--- config.mk ---
export PLATFORM = sky130hd
export DESIGN_NAME = twm_top
export DESIGN_NICKNAME = d
export VERILOG_FILES = /design/src/common/twm_pkg.sv /design/src/common/twm_bit_if.sv /design/src/rtl/twm_bit_engine.sv /design/src/rtl/twm_top.sv
export SDC_FILE = /design/constraint.sdc
export NUM_CORES = 1
export LEC_CHECK = 0
export BUFFER_PORTS_ARGS = -buffer_cell sky130_fd_sc_hd__buf_2
export CAP_MARGIN = 5
export CORE_MARGIN = 3
export CORE_UTILIZATION = 65
export DETAILED_ROUTE_END_ITERATION = 10
export PLACE_DENSITY = 0.92
export RECOVER_POWER = 100
export SKIP_LAST_GASP = 1
export SYNTH_ARGS = -nofsm -noshare
export SYNTH_HDL_FRONTEND = slang
export SYNTH_SLANG_ARGS = --single-unit
--- constraint.sdc ---
create_clock -name sys_clk -period 5.7 [get_ports sys_clk]
set_input_delay 1.14 -clock sys_clk [delete_from_list [all_inputs] [get_ports sys_clk]]
set_output_delay 1.14 -clock sys_clk [all_outputs]
set_load 0.005 [all_outputs]
--- src/common/twm_pkg.sv ---
// Purpose: shared constants and types of the two-wire master
// Assumes: 32-bit AHB-Lite data, 20 MHz system clock
// Notes: offsets are byte addresses inside the 4 KB block window
package twm_pkg;
   localparam int          DW            = 32;
   localparam int          AW            = 12;
   localparam logic [11:0] OFS_TASK_RX   = 12'h000;
   localparam logic [11:0] OFS_TASK_TX   = 12'h008;
   localparam logic [11:0] OFS_TASK_STOP = 12'h014;
   localparam logic [11:0] OFS_INT_STAT  = 12'h300;
   localparam logic [11:0] OFS_INT_MASK  = 12'h304;
   localparam logic [11:0] OFS_ERR_SRC   = 12'h4C4;
   localparam logic [11:0] OFS_ENABLE    = 12'h500;
   localparam logic [11:0] OFS_RATE      = 12'h524;
   localparam logic [11:0] OFS_RX_PTR    = 12'h534;
   localparam logic [11:0] OFS_RX_LIM    = 12'h538;
   localparam logic [11:0] OFS_RX_MOVED  = 12'h53C;
   localparam logic [11:0] OFS_RX_LIST   = 12'h540;
   localparam logic [11:0] OFS_TX_PTR    = 12'h544;
   localparam logic [11:0] OFS_TX_LIM    = 12'h548;
   localparam logic [11:0] OFS_TX_MOVED  = 12'h54C;
   localparam logic [11:0] OFS_TX_LIST   = 12'h550;
   localparam logic [11:0] OFS_TARGET    = 12'h588;
   localparam logic [31:0] RATE_100K     = 32'h01980000;
   localparam logic [31:0] RATE_250K     = 32'h04000000;
   localparam logic [31:0] RATE_RESET    = 32'h04000000;
   localparam int          EN_W          = 4;
   localparam logic [3:0]  ENABLE_ON     = 4'h6;
   localparam int          LIST_W        = 2;
   localparam logic [1:0]  LIST_ARRAY    = 2'h1;
   localparam int          LIM_W         = 13;
   localparam int          TADDR_W       = 7;
   localparam int          EV_W          = 4;
   localparam int          EV_STOPPED    = 0;
   localparam int          EV_ERROR      = 1;
   localparam int          EV_RXSTARTED  = 2;
   localparam int          EV_TXSTARTED  = 3;
   localparam int          ERR_W         = 3;
   localparam int          ERR_ADDR      = 1;
   localparam int          ERR_BYTE      = 2;
   localparam int          SYS_CLK_KHZ   = 20000;
   localparam int          START_LAT_NS  = 1615;
   localparam int          START_LAT_CYC =
      (START_LAT_NS * SYS_CLK_KHZ + 999999) / 1000000;
   localparam int          KBPS_100      = 100;
   localparam int          KBPS_250      = 250;
   localparam logic [7:0]  QTR_100K      = 8'(SYS_CLK_KHZ / (4 * KBPS_100));
   localparam logic [7:0]  QTR_250K      = 8'(SYS_CLK_KHZ / (4 * KBPS_250));
   typedef enum logic [2:0] {
      CMD_START = 3'b001,
      CMD_BYTE  = 3'b010,
      CMD_STOP  = 3'b100
   } twm_cmd_t;
endpackage : twm_pkg

--- src/common/twm_bit_if.sv ---
// Purpose: command path between the sequencer and the bit engine
// Assumes: one command outstanding at a time
// Notes: cmd_valid and done are one-cycle pulses
`timescale 1ns/1ps
interface twm_bit_if;
   import twm_pkg::*;
   logic       tick;
   logic       cmd_valid;
   twm_cmd_t   cmd;
   logic       is_read;
   logic       ack_out;
   logic [7:0] tx_byte;
   logic [7:0] rx_byte;
   logic       ack_in;
   logic       done;
   modport ctrl (output tick, cmd_valid, cmd, is_read, ack_out, tx_byte,
                 input  rx_byte, ack_in, done);
   modport eng  (input  tick, cmd_valid, cmd, is_read, ack_out, tx_byte,
                 output rx_byte, ack_in, done);
endinterface : twm_bit_if

--- src/rtl/twm_bit_engine.sv ---
// Purpose: start, byte and stop sequencing on the open-drain pins
// Assumes: tick is a quarter-bit enable from the sequencer
// Notes: waits while the slave holds the clock low
`timescale 1ns/1ps
module twm_bit_engine (
   input  wire logic sys_clk,
   input  wire logic reset,
   twm_bit_if.eng    bus,
   input  wire logic scl_in,
   output logic      scl_out,
   output logic      scl_oe_n,
   input  wire logic sda_in,
   output logic      sda_out,
   output logic      sda_oe_n
);
   import twm_pkg::*;
   typedef enum logic [3:0] {
      E_IDLE  = 4'b0001,
      E_START = 4'b0010,
      E_BYTE  = 4'b0100,
      E_STOP  = 4'b1000
   } twm_eng_t;
   twm_eng_t   state;
   logic [2:0] scl_s;
   logic [2:0] sda_s;
   logic       scl_f;
   logic       sda_f;
   logic [1:0] phase;
   logic [3:0] bitn;
   logic [8:0] shreg;
   logic [8:0] rx;
   logic       scl_low;
   logic       sda_low;
   logic       step;

   // pads only ever pull low
   assign scl_out  = 1'b0;
   assign sda_out  = 1'b0;
   assign scl_oe_n = ~scl_low;
   assign sda_oe_n = ~sda_low;
   assign bus.rx_byte = rx[8:1];
   assign bus.ack_in  = rx[0];

   always_ff @(posedge sys_clk) begin
      if (reset) begin
         scl_s <= 3'h7;
         sda_s <= 3'h7;
         scl_f <= 1'b1;
         sda_f <= 1'b1;
      end else begin
         scl_s <= {scl_s[1:0], scl_in};
         sda_s <= {sda_s[1:0], sda_in};
         if (scl_s[1] == scl_s[2]) begin
            scl_f <= scl_s[2];
         end
         if (sda_s[1] == sda_s[2]) begin
            sda_f <= sda_s[2];
         end
      end
   end

   // stretching: phase 2 holds until the clock line is seen high
   assign step = bus.tick & ~((phase == 2'h2) & ~scl_f);

   always_ff @(posedge sys_clk) begin
      if (reset) begin
         state   <= E_IDLE;
         phase   <= 2'h0;
         bitn    <= 4'h0;
         shreg   <= 9'h1FF;
         rx      <= 9'h1FF;
         scl_low <= 1'b0;
         sda_low <= 1'b0;
         bus.done <= 1'b0;
      end else begin
         bus.done <= 1'b0;
         case (state)
            E_IDLE: begin
               phase <= 2'h0;
               bitn  <= 4'h0;
               if (bus.cmd_valid) begin
                  case (bus.cmd)
                     CMD_START: state <= E_START;
                     CMD_BYTE:  state <= E_BYTE;
                     CMD_STOP:  state <= E_STOP;
                     default:   state <= E_IDLE;
                  endcase
                  shreg <= bus.is_read ? {8'hFF, bus.ack_out}
                                       : {bus.tx_byte, 1'b1};
               end
            end
            E_START: if (step) begin
               phase <= phase + 2'h1;
               case (phase)
                  2'h0: sda_low <= 1'b1; // RQ8
                  2'h3: begin
                     scl_low  <= 1'b1;
                     bus.done <= 1'b1;
                     state    <= E_IDLE;
                  end
                  default: ;
               endcase
            end
            E_BYTE: if (step) begin
               phase <= phase + 2'h1;
               case (phase)
                  2'h0: sda_low <= ~shreg[8];
                  2'h1: scl_low <= 1'b0;
                  2'h2: rx <= {rx[7:0], sda_f};
                  default: begin
                     scl_low <= 1'b1;
                     shreg   <= {shreg[7:0], 1'b1};
                     bitn    <= bitn + 4'h1;
                     if (bitn == 4'h8) begin
                        bus.done <= 1'b1;
                        state    <= E_IDLE;
                     end
                  end
               endcase
            end
            E_STOP: if (step) begin
               phase <= phase + 2'h1;
               case (phase)
                  2'h0: sda_low <= 1'b1;
                  2'h1: scl_low <= 1'b0;
                  2'h3: begin
                     sda_low  <= 1'b0;
                     bus.done <= 1'b1;
                     state    <= E_IDLE;
                  end
                  default: ;
               endcase
            end
            default: state <= E_IDLE;
         endcase
      end
   end
endmodule : twm_bit_engine

--- src/rtl/twm_top.sv ---
// Purpose: two-wire bus master with byte DMA and AHB-Lite registers
// Assumes: one 20 MHz clock, open-drain pads and pull-ups outside
// Notes: writes take no wait state, reads take one
// Summary of operation
// [RQ1] rate code 0x01980000 gives 100 kbps, 0x04000000 gives 250 kbps
// [RQ2] each direction keeps a 32-bit RAM start address for its bytes
// [RQ3] receive limit of 13 bits caps bytes written to RAM
// [RQ4] transmit limit of 13 bits caps bytes fetched from RAM
// [RQ5] moved counts readable after a transfer, refused byte included
// [RQ6] list kind per direction: 0 off, 1 consecutive array buffers
// [RQ7] 7-bit target address sent right after the start condition
// [RQ8] bus activity begins about 1.615 us after a start task; here SDA falls one quarter bit (50 or 20 cycles) after the 33-cycle wait
// [RQ9] sticky refused flags for address and data, write one clears
// [RQ10] master runs only while enable field holds 6; enable is only checked when a transfer starts
// [RQ11] byte moves stop once count reaches the limit
//
// Chosen here: register access over AHB-Lite.
`timescale 1ns/1ps
module twm_top (
   input  wire logic                    sys_clk,
   input  wire logic                    reset,
   input  wire logic                    hsel,
   input  wire logic [31:0]             haddr,
   input  wire logic [1:0]              htrans,
   input  wire logic                    hwrite,
   input  wire logic [2:0]              hsize,
   input  wire logic [twm_pkg::DW-1:0]  hwdata,
   input  wire logic                    hready,
   output logic      [twm_pkg::DW-1:0]  hrdata,
   output logic                         hreadyout,
   output logic                         hresp,
   output logic                         dma_req,
   output logic                         dma_we,
   output logic      [31:0]             dma_addr,
   output logic      [7:0]              dma_wdata,
   input  wire logic [7:0]              dma_rdata,
   input  wire logic                    dma_ready,
   input  wire logic                    scl_in,
   output logic                         scl_out,
   output logic                         scl_oe_n,
   input  wire logic                    sda_in,
   output logic                         sda_out,
   output logic                         sda_oe_n,
   output logic                         irq
);
   import twm_pkg::*;
   typedef enum logic [8:0] {
      M_IDLE  = 9'b000000001,
      M_LAT   = 9'b000000010,
      M_START = 9'b000000100,
      M_ADDR  = 9'b000001000,
      M_FETCH = 9'b000010000,
      M_WRITE = 9'b000100000,
      M_READ  = 9'b001000000,
      M_STORE = 9'b010000000,
      M_STOP  = 9'b100000000
   } twm_state_t;
   twm_bit_if bi ();
   twm_state_t          state;
   logic [31:0]         rx_buffer_pointer;
   logic [LIM_W-1:0]    rx_byte_limit;
   logic [LIM_W-1:0]    rx_bytes_moved;
   logic [LIST_W-1:0]   rx_list_kind;
   logic [31:0]         tx_buffer_pointer;
   logic [LIM_W-1:0]    tx_byte_limit;
   logic [LIM_W-1:0]    tx_bytes_moved;
   logic [LIST_W-1:0]   tx_list_kind;
   logic [TADDR_W-1:0]  target_address;
   logic [31:0]         bit_rate_select;
   logic [EN_W-1:0]     enable_field;
   logic [EV_W-1:0]     int_stat;
   logic [EV_W-1:0]     int_mask;
   logic [EV_W-1:0]     ev_set;
   logic [ERR_W-1:0]    err_src;
   logic [ERR_W-1:0]    err_set;
   logic                ap_wr;
   logic                rd_wait;
   logic [AW-1:0]       ap_addr;
   logic                accept;
   logic [31:0]         rd_val;
   logic                go_rx, go_tx, go_stop;
   logic                enabled, dir_rx, stop_req, ptr_adv;
   logic [31:0]         base;
   logic [LIM_W-1:0]    lim_q;
   logic [LIM_W-1:0]    cnt;
   logic [LIM_W-1:0]    cnt_inc;
   logic [7:0]          lat;
   logic [7:0]          qcnt;
   logic [7:0]          qlim;
   function automatic logic [7:0] rate_qtr(input logic [31:0] code);
      rate_qtr = (code == RATE_100K) ? QTR_100K : QTR_250K; // RQ1
   endfunction : rate_qtr
   twm_bit_engine u_eng (
      .sys_clk  (sys_clk),
      .reset    (reset),
      .bus      (bi.eng),
      .scl_in   (scl_in),
      .scl_out  (scl_out),
      .scl_oe_n (scl_oe_n),
      .sda_in   (sda_in),
      .sda_out  (sda_out),
      .sda_oe_n (sda_oe_n)
   );

   assign accept    = hsel & htrans[1] & hready;
   assign hreadyout = ~rd_wait;
   assign hresp     = 1'b0;
   assign enabled   = (enable_field == ENABLE_ON); // RQ10
   assign cnt_inc   = cnt + 13'h1;
   assign qlim      = rate_qtr(bit_rate_select);

   // one wait state on reads so a preceding write is always visible
   always_ff @(posedge sys_clk) begin
      if (reset) begin
         ap_wr   <= 1'b0;
         rd_wait <= 1'b0;
         ap_addr <= 12'h000;
      end else begin
         ap_wr   <= accept & hwrite;
         rd_wait <= accept & ~hwrite;
         if (accept) begin
            ap_addr <= haddr[AW-1:0];
         end
      end
   end

   always_comb begin
      case (ap_addr)
         OFS_INT_STAT: rd_val = 32'(int_stat);
         OFS_INT_MASK: rd_val = 32'(int_mask);
         OFS_ERR_SRC:  rd_val = 32'(err_src);
         OFS_ENABLE:   rd_val = 32'(enable_field);
         OFS_RATE:     rd_val = bit_rate_select;
         OFS_RX_PTR:   rd_val = rx_buffer_pointer;
         OFS_RX_LIM:   rd_val = 32'(rx_byte_limit);
         OFS_RX_MOVED: rd_val = 32'(rx_bytes_moved); // RQ5
         OFS_RX_LIST:  rd_val = 32'(rx_list_kind);
         OFS_TX_PTR:   rd_val = tx_buffer_pointer;
         OFS_TX_LIM:   rd_val = 32'(tx_byte_limit);
         OFS_TX_MOVED: rd_val = 32'(tx_bytes_moved); // RQ5
         OFS_TX_LIST:  rd_val = 32'(tx_list_kind);
         OFS_TARGET:   rd_val = 32'(target_address);
         default:      rd_val = 32'h00000000;
      endcase
   end

   always_ff @(posedge sys_clk) begin
      if (reset) begin
         hrdata <= 32'h00000000;
      end else if (rd_wait) begin
         hrdata <= rd_val;
      end
   end
   always_ff @(posedge sys_clk) begin
      if (reset) begin
         rx_buffer_pointer <= 32'h00000000;
         rx_byte_limit     <= 13'h0000;
         rx_list_kind      <= 2'h0;
         tx_buffer_pointer <= 32'h00000000;
         tx_byte_limit     <= 13'h0000;
         tx_list_kind      <= 2'h0;
         target_address    <= 7'h00;
         bit_rate_select   <= RATE_RESET;
         enable_field      <= 4'h0;
         int_mask          <= 4'h0;
         go_rx             <= 1'b0;
         go_tx             <= 1'b0;
         go_stop           <= 1'b0;
      end else begin
         go_rx   <= ap_wr & (ap_addr == OFS_TASK_RX) & hwdata[0];
         go_tx   <= ap_wr & (ap_addr == OFS_TASK_TX) & hwdata[0];
         go_stop <= ap_wr & (ap_addr == OFS_TASK_STOP) & hwdata[0];
         if (ptr_adv && dir_rx) begin
            rx_buffer_pointer <= rx_buffer_pointer + 32'(lim_q); // RQ6
         end
         if (ptr_adv && !dir_rx) begin
            tx_buffer_pointer <= tx_buffer_pointer + 32'(lim_q); // RQ6
         end
         if (ap_wr) begin
            case (ap_addr)
               OFS_RX_PTR:   rx_buffer_pointer <= hwdata; // RQ2
               OFS_RX_LIM:   rx_byte_limit <= hwdata[LIM_W-1:0]; // RQ3
               OFS_RX_LIST:  rx_list_kind <= hwdata[LIST_W-1:0];
               OFS_TX_PTR:   tx_buffer_pointer <= hwdata; // RQ2
               OFS_TX_LIM:   tx_byte_limit <= hwdata[LIM_W-1:0]; // RQ4
               OFS_TX_LIST:  tx_list_kind <= hwdata[LIST_W-1:0];
               OFS_TARGET:   target_address <= hwdata[TADDR_W-1:0];
               OFS_RATE:     bit_rate_select <= hwdata;
               OFS_ENABLE:   enable_field <= hwdata[EN_W-1:0];
               OFS_INT_MASK: int_mask <= hwdata[EV_W-1:0];
               default: ;
            endcase
         end
      end
   end
   // sticky status: a new event beats the read that clears it
   always_ff @(posedge sys_clk) begin
      if (reset) begin
         int_stat <= 4'h0;
         irq      <= 1'b0;
      end else begin
         if (rd_wait && ap_addr == OFS_INT_STAT) begin
            int_stat <= ev_set;
         end else begin
            int_stat <= int_stat | ev_set;
         end
         irq <= |(int_stat & int_mask);
      end
   end

   always_ff @(posedge sys_clk) begin
      if (reset) begin
         err_src <= 3'h0;
      end else if (ap_wr && ap_addr == OFS_ERR_SRC) begin
         err_src <= (err_src & ~hwdata[ERR_W-1:0]) | err_set; // RQ9
      end else begin
         err_src <= err_src | err_set; // RQ9
      end
   end
   // quarter-bit enable; held in reset while idle so a frame starts clean
   always_ff @(posedge sys_clk) begin
      if (reset || state == M_IDLE || state == M_LAT) begin
         qcnt    <= 8'h00;
         bi.tick <= 1'b0;
      end else if (qcnt == qlim - 8'h01) begin
         qcnt    <= 8'h00;
         bi.tick <= 1'b1; // RQ1
      end else begin
         qcnt    <= qcnt + 8'h01;
         bi.tick <= 1'b0;
      end
   end
   task automatic issue(input twm_cmd_t c, input logic rd, input logic ak,
                        input logic [7:0] b);
      bi.cmd_valid <= 1'b1;
      bi.cmd       <= c;
      bi.is_read   <= rd;
      bi.ack_out   <= ak;
      bi.tx_byte   <= b;
   endtask : issue

   always_ff @(posedge sys_clk) begin
      if (reset) begin
         state          <= M_IDLE;
         bi.cmd_valid   <= 1'b0;
         bi.cmd         <= CMD_STOP;
         bi.is_read     <= 1'b0;
         bi.ack_out     <= 1'b1;
         bi.tx_byte     <= 8'hFF;
         ev_set         <= 4'h0;
         err_set        <= 3'h0;
         ptr_adv        <= 1'b0;
         dir_rx         <= 1'b0;
         stop_req       <= 1'b0;
         base           <= 32'h00000000;
         lim_q          <= 13'h0000;
         cnt            <= 13'h0000;
         lat            <= 8'h00;
         rx_bytes_moved <= 13'h0000;
         tx_bytes_moved <= 13'h0000;
         dma_req        <= 1'b0;
         dma_we         <= 1'b0;
         dma_addr       <= 32'h00000000;
         dma_wdata      <= 8'h00;
      end else begin
         bi.cmd_valid <= 1'b0;
         ev_set       <= 4'h0;
         err_set      <= 3'h0;
         ptr_adv      <= 1'b0;
         case (state)
            M_IDLE: if (enabled && (go_rx || go_tx)) begin // RQ10
               dir_rx   <= go_rx;
               base     <= go_rx ? rx_buffer_pointer : tx_buffer_pointer;
               lim_q    <= go_rx ? rx_byte_limit : tx_byte_limit;
               cnt      <= 13'h0000;
               lat      <= 8'h00;
               stop_req <= 1'b0;
               if (go_rx) begin
                  rx_bytes_moved <= 13'h0000;
                  ev_set[EV_RXSTARTED] <= 1'b1;
               end else begin
                  tx_bytes_moved <= 13'h0000;
                  ev_set[EV_TXSTARTED] <= 1'b1;
               end
               state <= M_LAT;
            end
            M_LAT: begin
               lat <= lat + 8'h01;
               if (lat == 8'(START_LAT_CYC - 1)) begin // RQ8
                  issue(CMD_START, 1'b0, 1'b1, 8'hFF);
                  state <= M_START;
               end
            end
            M_START: if (bi.done) begin
               issue(CMD_BYTE, 1'b0, 1'b1, {target_address, dir_rx}); // RQ7
               state <= M_ADDR;
            end
            M_ADDR: if (bi.done) begin
               err_set[ERR_ADDR] <= bi.ack_in; // RQ9
               ev_set[EV_ERROR]  <= bi.ack_in;
               if (bi.ack_in || lim_q == 13'h0000 || stop_req) begin
                  issue(CMD_STOP, 1'b0, 1'b1, 8'hFF);
                  state <= M_STOP;
               end else if (dir_rx) begin
                  // refuse the last byte so the slave frees the data line
                  issue(CMD_BYTE, 1'b1, cnt_inc == lim_q, 8'hFF);
                  state <= M_READ;
               end else begin
                  dma_req  <= 1'b1;
                  dma_we   <= 1'b0;
                  dma_addr <= base + 32'(cnt); // RQ2
                  state    <= M_FETCH;
               end
            end
            M_FETCH: if (dma_ready) begin
               dma_req <= 1'b0;
               issue(CMD_BYTE, 1'b0, 1'b1, dma_rdata);
               state   <= M_WRITE;
            end
            M_WRITE: if (bi.done) begin
               cnt            <= cnt_inc;
               tx_bytes_moved <= cnt_inc; // RQ5
               err_set[ERR_BYTE] <= bi.ack_in; // RQ9
               ev_set[EV_ERROR]  <= bi.ack_in;
               if (bi.ack_in || cnt_inc >= lim_q || stop_req) begin // RQ11
                  issue(CMD_STOP, 1'b0, 1'b1, 8'hFF);
                  state <= M_STOP;
               end else begin
                  dma_req  <= 1'b1;
                  dma_addr <= base + 32'(cnt_inc); // RQ4
                  state    <= M_FETCH;
               end
            end
            M_READ: if (bi.done) begin
               dma_req   <= 1'b1;
               dma_we    <= 1'b1;
               dma_addr  <= base + 32'(cnt); // RQ2
               dma_wdata <= bi.rx_byte;
               state     <= M_STORE;
            end
            M_STORE: if (dma_ready) begin
               dma_req        <= 1'b0;
               dma_we         <= 1'b0;
               cnt            <= cnt_inc;
               rx_bytes_moved <= cnt_inc; // RQ5
               if (cnt_inc >= lim_q || stop_req) begin // RQ3 RQ11
                  issue(CMD_STOP, 1'b0, 1'b1, 8'hFF);
                  state <= M_STOP;
               end else begin
                  issue(CMD_BYTE, 1'b1, cnt_inc + 13'h1 == lim_q, 8'hFF);
                  state <= M_READ;
               end
            end
            M_STOP: if (bi.done) begin
               ev_set[EV_STOPPED] <= 1'b1;
               ptr_adv <= ((dir_rx ? rx_list_kind : tx_list_kind)
                           == LIST_ARRAY); // RQ6
               state   <= M_IDLE;
            end
            default: state <= M_IDLE;
         endcase
         if (go_stop && state != M_IDLE) begin
            stop_req <= 1'b1;
         end
      end
   end
endmodule : twm_top

==> impl_metrics.xml <==
<?xml version="1.0" encoding="UTF-8"?>
<metrics>
  <group name="status">
    <metric name="status" unit="">complete, but fails checks</metric>
    <metric name="failed_checks" unit="">capacitance limit, slew limit</metric>
  </group>
  <group name="synth">
    <metric name="syn-mean-instance-area" unit="sq um">8.03</metric>
    <metric name="top_cell_type_s_share_of_synthesized_area" unit="">0.379</metric>
    <metric name="synth_sequential_area_ratio" unit="">0.379</metric>
    <metric name="postSynthCellCount" unit="">2707</metric>
    <metric name="yosysUniqueCellTypes" unit="">99</metric>
    <metric name="synth_edf_count" unit="">0</metric>
    <metric name="netlist.top_cell.by_area" unit="">sky130_fd_sc_hd__dfxtp_1</metric>
    <metric name="synth_top_cells_by_area" unit="">sky130_fd_sc_hd__dfxtp_1 (38%), sky130_fd_sc_hd__a21oi_1 (5.9%), sky130_fd_sc_hd__nor2_1 (5.5%), sky130_fd_sc_hd__nand2_1 (5.4%), sky130_fd_sc_hd__ha_1 (3.7%)</metric>
    <metric name="synth.most_common_cell" unit="">sky130_fd_sc_hd__dfxtp_1</metric>
    <metric name="async_flop_share" unit="">0</metric>
    <metric name="ys.flop_type" unit="">sky130_fd_sc_hd__dfxtp_1</metric>
    <metric name="synth.ff_latch_count" unit="">412</metric>
    <metric name="yosysWarningCount" unit="">0</metric>
    <metric name="syn_area" unit="sq um">21700</metric>
    <metric name="yosys-top-cells-count" unit="">sky130_fd_sc_hd__dfxtp_1 (412), sky130_fd_sc_hd__nor2_1 (317), sky130_fd_sc_hd__nand2_1 (312), sky130_fd_sc_hd__a21oi_1 (256), sky130_fd_sc_hd__clkbuf_1 (146)</metric>
  </group>
  <group name="sta">
    <metric name="max_fclk" unit="MHz">194</metric>
    <metric name="final.period_utilization" unit="">0.903</metric>
    <metric name="relSlewSlack" unit="">-0.923</metric>
    <metric name="post-route-min-period" unit="ps">5150</metric>
    <metric name="setup-violations-final" unit="">0</metric>
    <metric name="slew_viol_final" unit="">424</metric>
    <metric name="finClkSkew" unit="ps">20.6</metric>
    <metric name="max_slew.worst_pin.slew" unit="ps">2880</metric>
    <metric name="final-hold-violation-count" unit="">0</metric>
    <metric name="total_negative_slack" unit="ps">0</metric>
    <metric name="grt_setup_unrepaired" unit="">no</metric>
  </group>
  <group name="clocking">
    <metric name="postCtsSetupBuffers" unit="">0</metric>
    <metric name="clkSinkCount" unit="">412</metric>
    <metric name="clk_path_buf_depth" unit="">3</metric>
    <metric name="clk_latency" unit="ps">560</metric>
    <metric name="num_cts_buffers" unit="">44</metric>
    <metric name="tritoncts" unit="">built</metric>
    <metric name="cts-root-buf" unit="">sky130_fd_sc_hd__clkbuf_16</metric>
    <metric name="cts_repair_resize_count" unit="">0</metric>
    <metric name="htreeDepth" unit="">2</metric>
    <metric name="post_cts_hold_buffer_count" unit="">0</metric>
    <metric name="path_clk_slew" unit="ps">60</metric>
  </group>
  <group name="setup_path">
    <metric name="startpoint_type" unit="">register</metric>
    <metric name="timing.rr.end" unit="">dma_addr[24]</metric>
    <metric name="required" unit="ps">6180</metric>
    <metric name="setup.worst_path.end_class" unit="">register</metric>
    <metric name="critical_path_buf_inv_count" unit="">2</metric>
    <metric name="crit_chain" unit="">ha_1, nand3_1, or3_1, and2_0, inv_2, ha_1, nand4_1, nor3_1, a211o_1, a2111oi_4, nand3_1, a211oi_4, buf_4, o21ai_0, a21oi_1</metric>
    <metric name="r2r-start" unit="">cnt[1]</metric>
    <metric name="worst_r2r_path_depth" unit="">15</metric>
    <metric name="critical_path_peak_fanout" unit="">14</metric>
    <metric name="cpLargestDelayFamily" unit="">compound AO/OA/AOI/OAI gates</metric>
    <metric name="timing.setup.critical_path_class" unit="">register to register</metric>
    <metric name="r2r_slack" unit="ps">550</metric>
    <metric name="critPathMaxStageDelay" unit="ps">610</metric>
    <metric name="crit_arrival" unit="ps">5630</metric>
    <metric name="critical_path_s_slowest_cell" unit="">sky130_fd_sc_hd__a211oi_4</metric>
  </group>
  <group name="global_route">
    <metric name="grt_max_degree" unit="">223</metric>
    <metric name="grt_use_total" unit="">0.362</metric>
    <metric name="grt-ovfl-total" unit="">0</metric>
    <metric name="grt_pass1_vias" unit="">20374</metric>
    <metric name="global_route_wire_length_before_repair" unit="mm">106</metric>
    <metric name="antenna_found_initial" unit="">0</metric>
  </group>
  <group name="placed_design">
    <metric name="detailed_place_hpwl" unit="mm">46.4</metric>
    <metric name="finalWeightedCongestion" unit="">0.977</metric>
    <metric name="port-buffer-count" unit="">138</metric>
  </group>
  <group name="min_path">
    <metric name="worst_hold_path_type" unit="">register to register</metric>
    <metric name="holdCritStartpoint" unit="">u_eng.scl_s[0]</metric>
    <metric name="whs_endpoint" unit="">u_eng.scl_s[1]</metric>
    <metric name="hold_depth" unit="">1</metric>
  </group>
  <group name="cells_and_area">
    <metric name="footprint_of_the_flip_flops_and_latches" unit="sq um">8250</metric>
    <metric name="fin_nets" unit="">2886</metric>
    <metric name="syn_to_final_growth" unit="%">9.99</metric>
    <metric name="multi_input_area" unit="sq um">12500</metric>
    <metric name="fill_cells" unit="">2462</metric>
    <metric name="drive_above_1_share" unit="">0.0899</metric>
  </group>
  <group name="route">
    <metric name="detail-route-antenna-nets" unit="">0</metric>
    <metric name="dr_wl_cell" unit="um">20.8</metric>
    <metric name="drtPass1Iterations" unit="">8</metric>
    <metric name="remaining_drc_errors" unit="">0</metric>
    <metric name="via_count" unit="">21653</metric>
    <metric name="route.final.wire_length" unit="mm">66.8</metric>
    <metric name="routed_via_density" unit="">6.74</metric>
    <metric name="drtIter0Drc" unit="">2887</metric>
  </group>
  <group name="floorplan">
    <metric name="placeableCoreArea" unit="sq um">32800</metric>
    <metric name="fp.dieH" unit="um">189</metric>
    <metric name="die_x" unit="um">189</metric>
    <metric name="floorplan.initialDensity" unit="">0.663</metric>
    <metric name="die-area" unit="sq um">35700</metric>
    <metric name="ios" unit="">166</metric>
    <metric name="placement_rows" unit="">66</metric>
  </group>
  <group name="job">
    <metric name="drv.max_cap_violation_count" unit="">5</metric>
  </group>
  <group name="pwr">
    <metric name="leakage" unit="nW">8.57</metric>
    <metric name="power.density_cell_area" unit="nW/um^2">267</metric>
    <metric name="finalPower" unit="mW">6.40</metric>
    <metric name="power.ir.vdd_worst" unit="mV">0.264</metric>
  </group>
</metrics>
==> layer usage <==
metal / global-route usage / routed length [um]
met5: 0 / 0
met4: 0.156 / 3300
met3: 0.0744 / 7930
met2: 0.585 / 30100
met1: 0.473 / 25500
==> layout by cell type (no fill, tap or decap), drive strengths merged, types with 29 or more instances in the layout <==
cell type,instances
xor2,45
and3,40
dfxtp,412
nand3,118
clkbuf,104
buf,123
a211oi,81
ha,64
nand2,312
nor2,318
xnor2,66
a21oi,256
a222oi,37
a22oi,37
nor4,29
inv,66
mux2i,54
o21ai,93
nand4,34
nor3,95
==> flip-flops by register name (all words and copies together) (netlist names), 7 cells and up <==
register	count
target_address	7
hrdata	32
tx_bytes_moved	13
dma_addr	32
u_eng.shreg	9
tx_buffer_pointer	32
base	32
cnt	13
rx_buffer_pointer	32
dma_wdata	8
bit_rate_select	32
rx_byte_limit	13
rx_bytes_moved	13
qcnt	8
u_eng.rx	9
lat	8
lim_q	13
tx_byte_limit	13
ap_addr	12
state	9
bi.tx_byte	8
==> cell type report <==
class,count,share of cell area
multi-input cells,2046,0.522
repair buffers,165,0.0352
inverters,65,0.0102
clock buffers,62,0.0544
clock inverters,20,0.00984
well taps,442,0.0231
diodes,1,0.000105
flip-flops and latches,412,0.345
==> worst reg2reg max path: cells and delay by family, from the launching register on <==
family	cells	cell delay, ps
AOI/OAI and AO/OA	5	1720
buffers and inverters	2	440
adders and majority gates	2	790
DFF	1	550
and+or+nand+nor	6	1580
==> per-stage QoR <==
step                      hold slack, ps  instance area, sq um  std cells  utilization  setup WS [ps]
after detailed placement             406                 22500       3130        0.686            909
after global placement               396                 22500       3130        0.686           1060
after floorplan                      389                 21800       2709            -           1800
after CTS                            430                 24000       3212        0.733            876
final                                426                 23900       3213        0.729            551
after global routing                 439                 23900       3212        0.729            302
==> worst max-delay path by stage <==
stage / from / cells past startpoint / to / slack (ps)
after floorplan: state[8] / 17 / dma_addr[14] / 1800
final: cnt[1] / 15 / dma_addr[24] / 550
after detailed placement: cnt[1] / 14 / dma_addr[7] / 910
after CTS: cnt[1] / 14 / dma_addr[7] / 880
after global routing: cnt[1] / 15 / dma_addr[24] / 300
after global placement: cnt[1] / 14 / dma_addr[7] / 1060
==> report_power, final <==
part	switching [mW]	internal (mW)	total, mW
clock	1.21	1.78	3.00
sequential	0.0459	2.91	2.95
combinational	0.314	0.130	0.444
==> kinds of logic after synthesis <==
kind of cell             count (synthesis)  share of synthesized area
flip-flops                             412                      0.379
AO/OA/AOI/OAI                          691                      0.212
XOR/XNOR                               112                     0.0457
adder cells (fa/ha/maj)                 68                     0.0401
buffers and inverters                  251                     0.0459
multiplexers                            54                     0.0249
other                                    1                   0.000172
AND/OR/NAND/NOR                       1118                      0.252
Power figures use the tool's default switching activity.
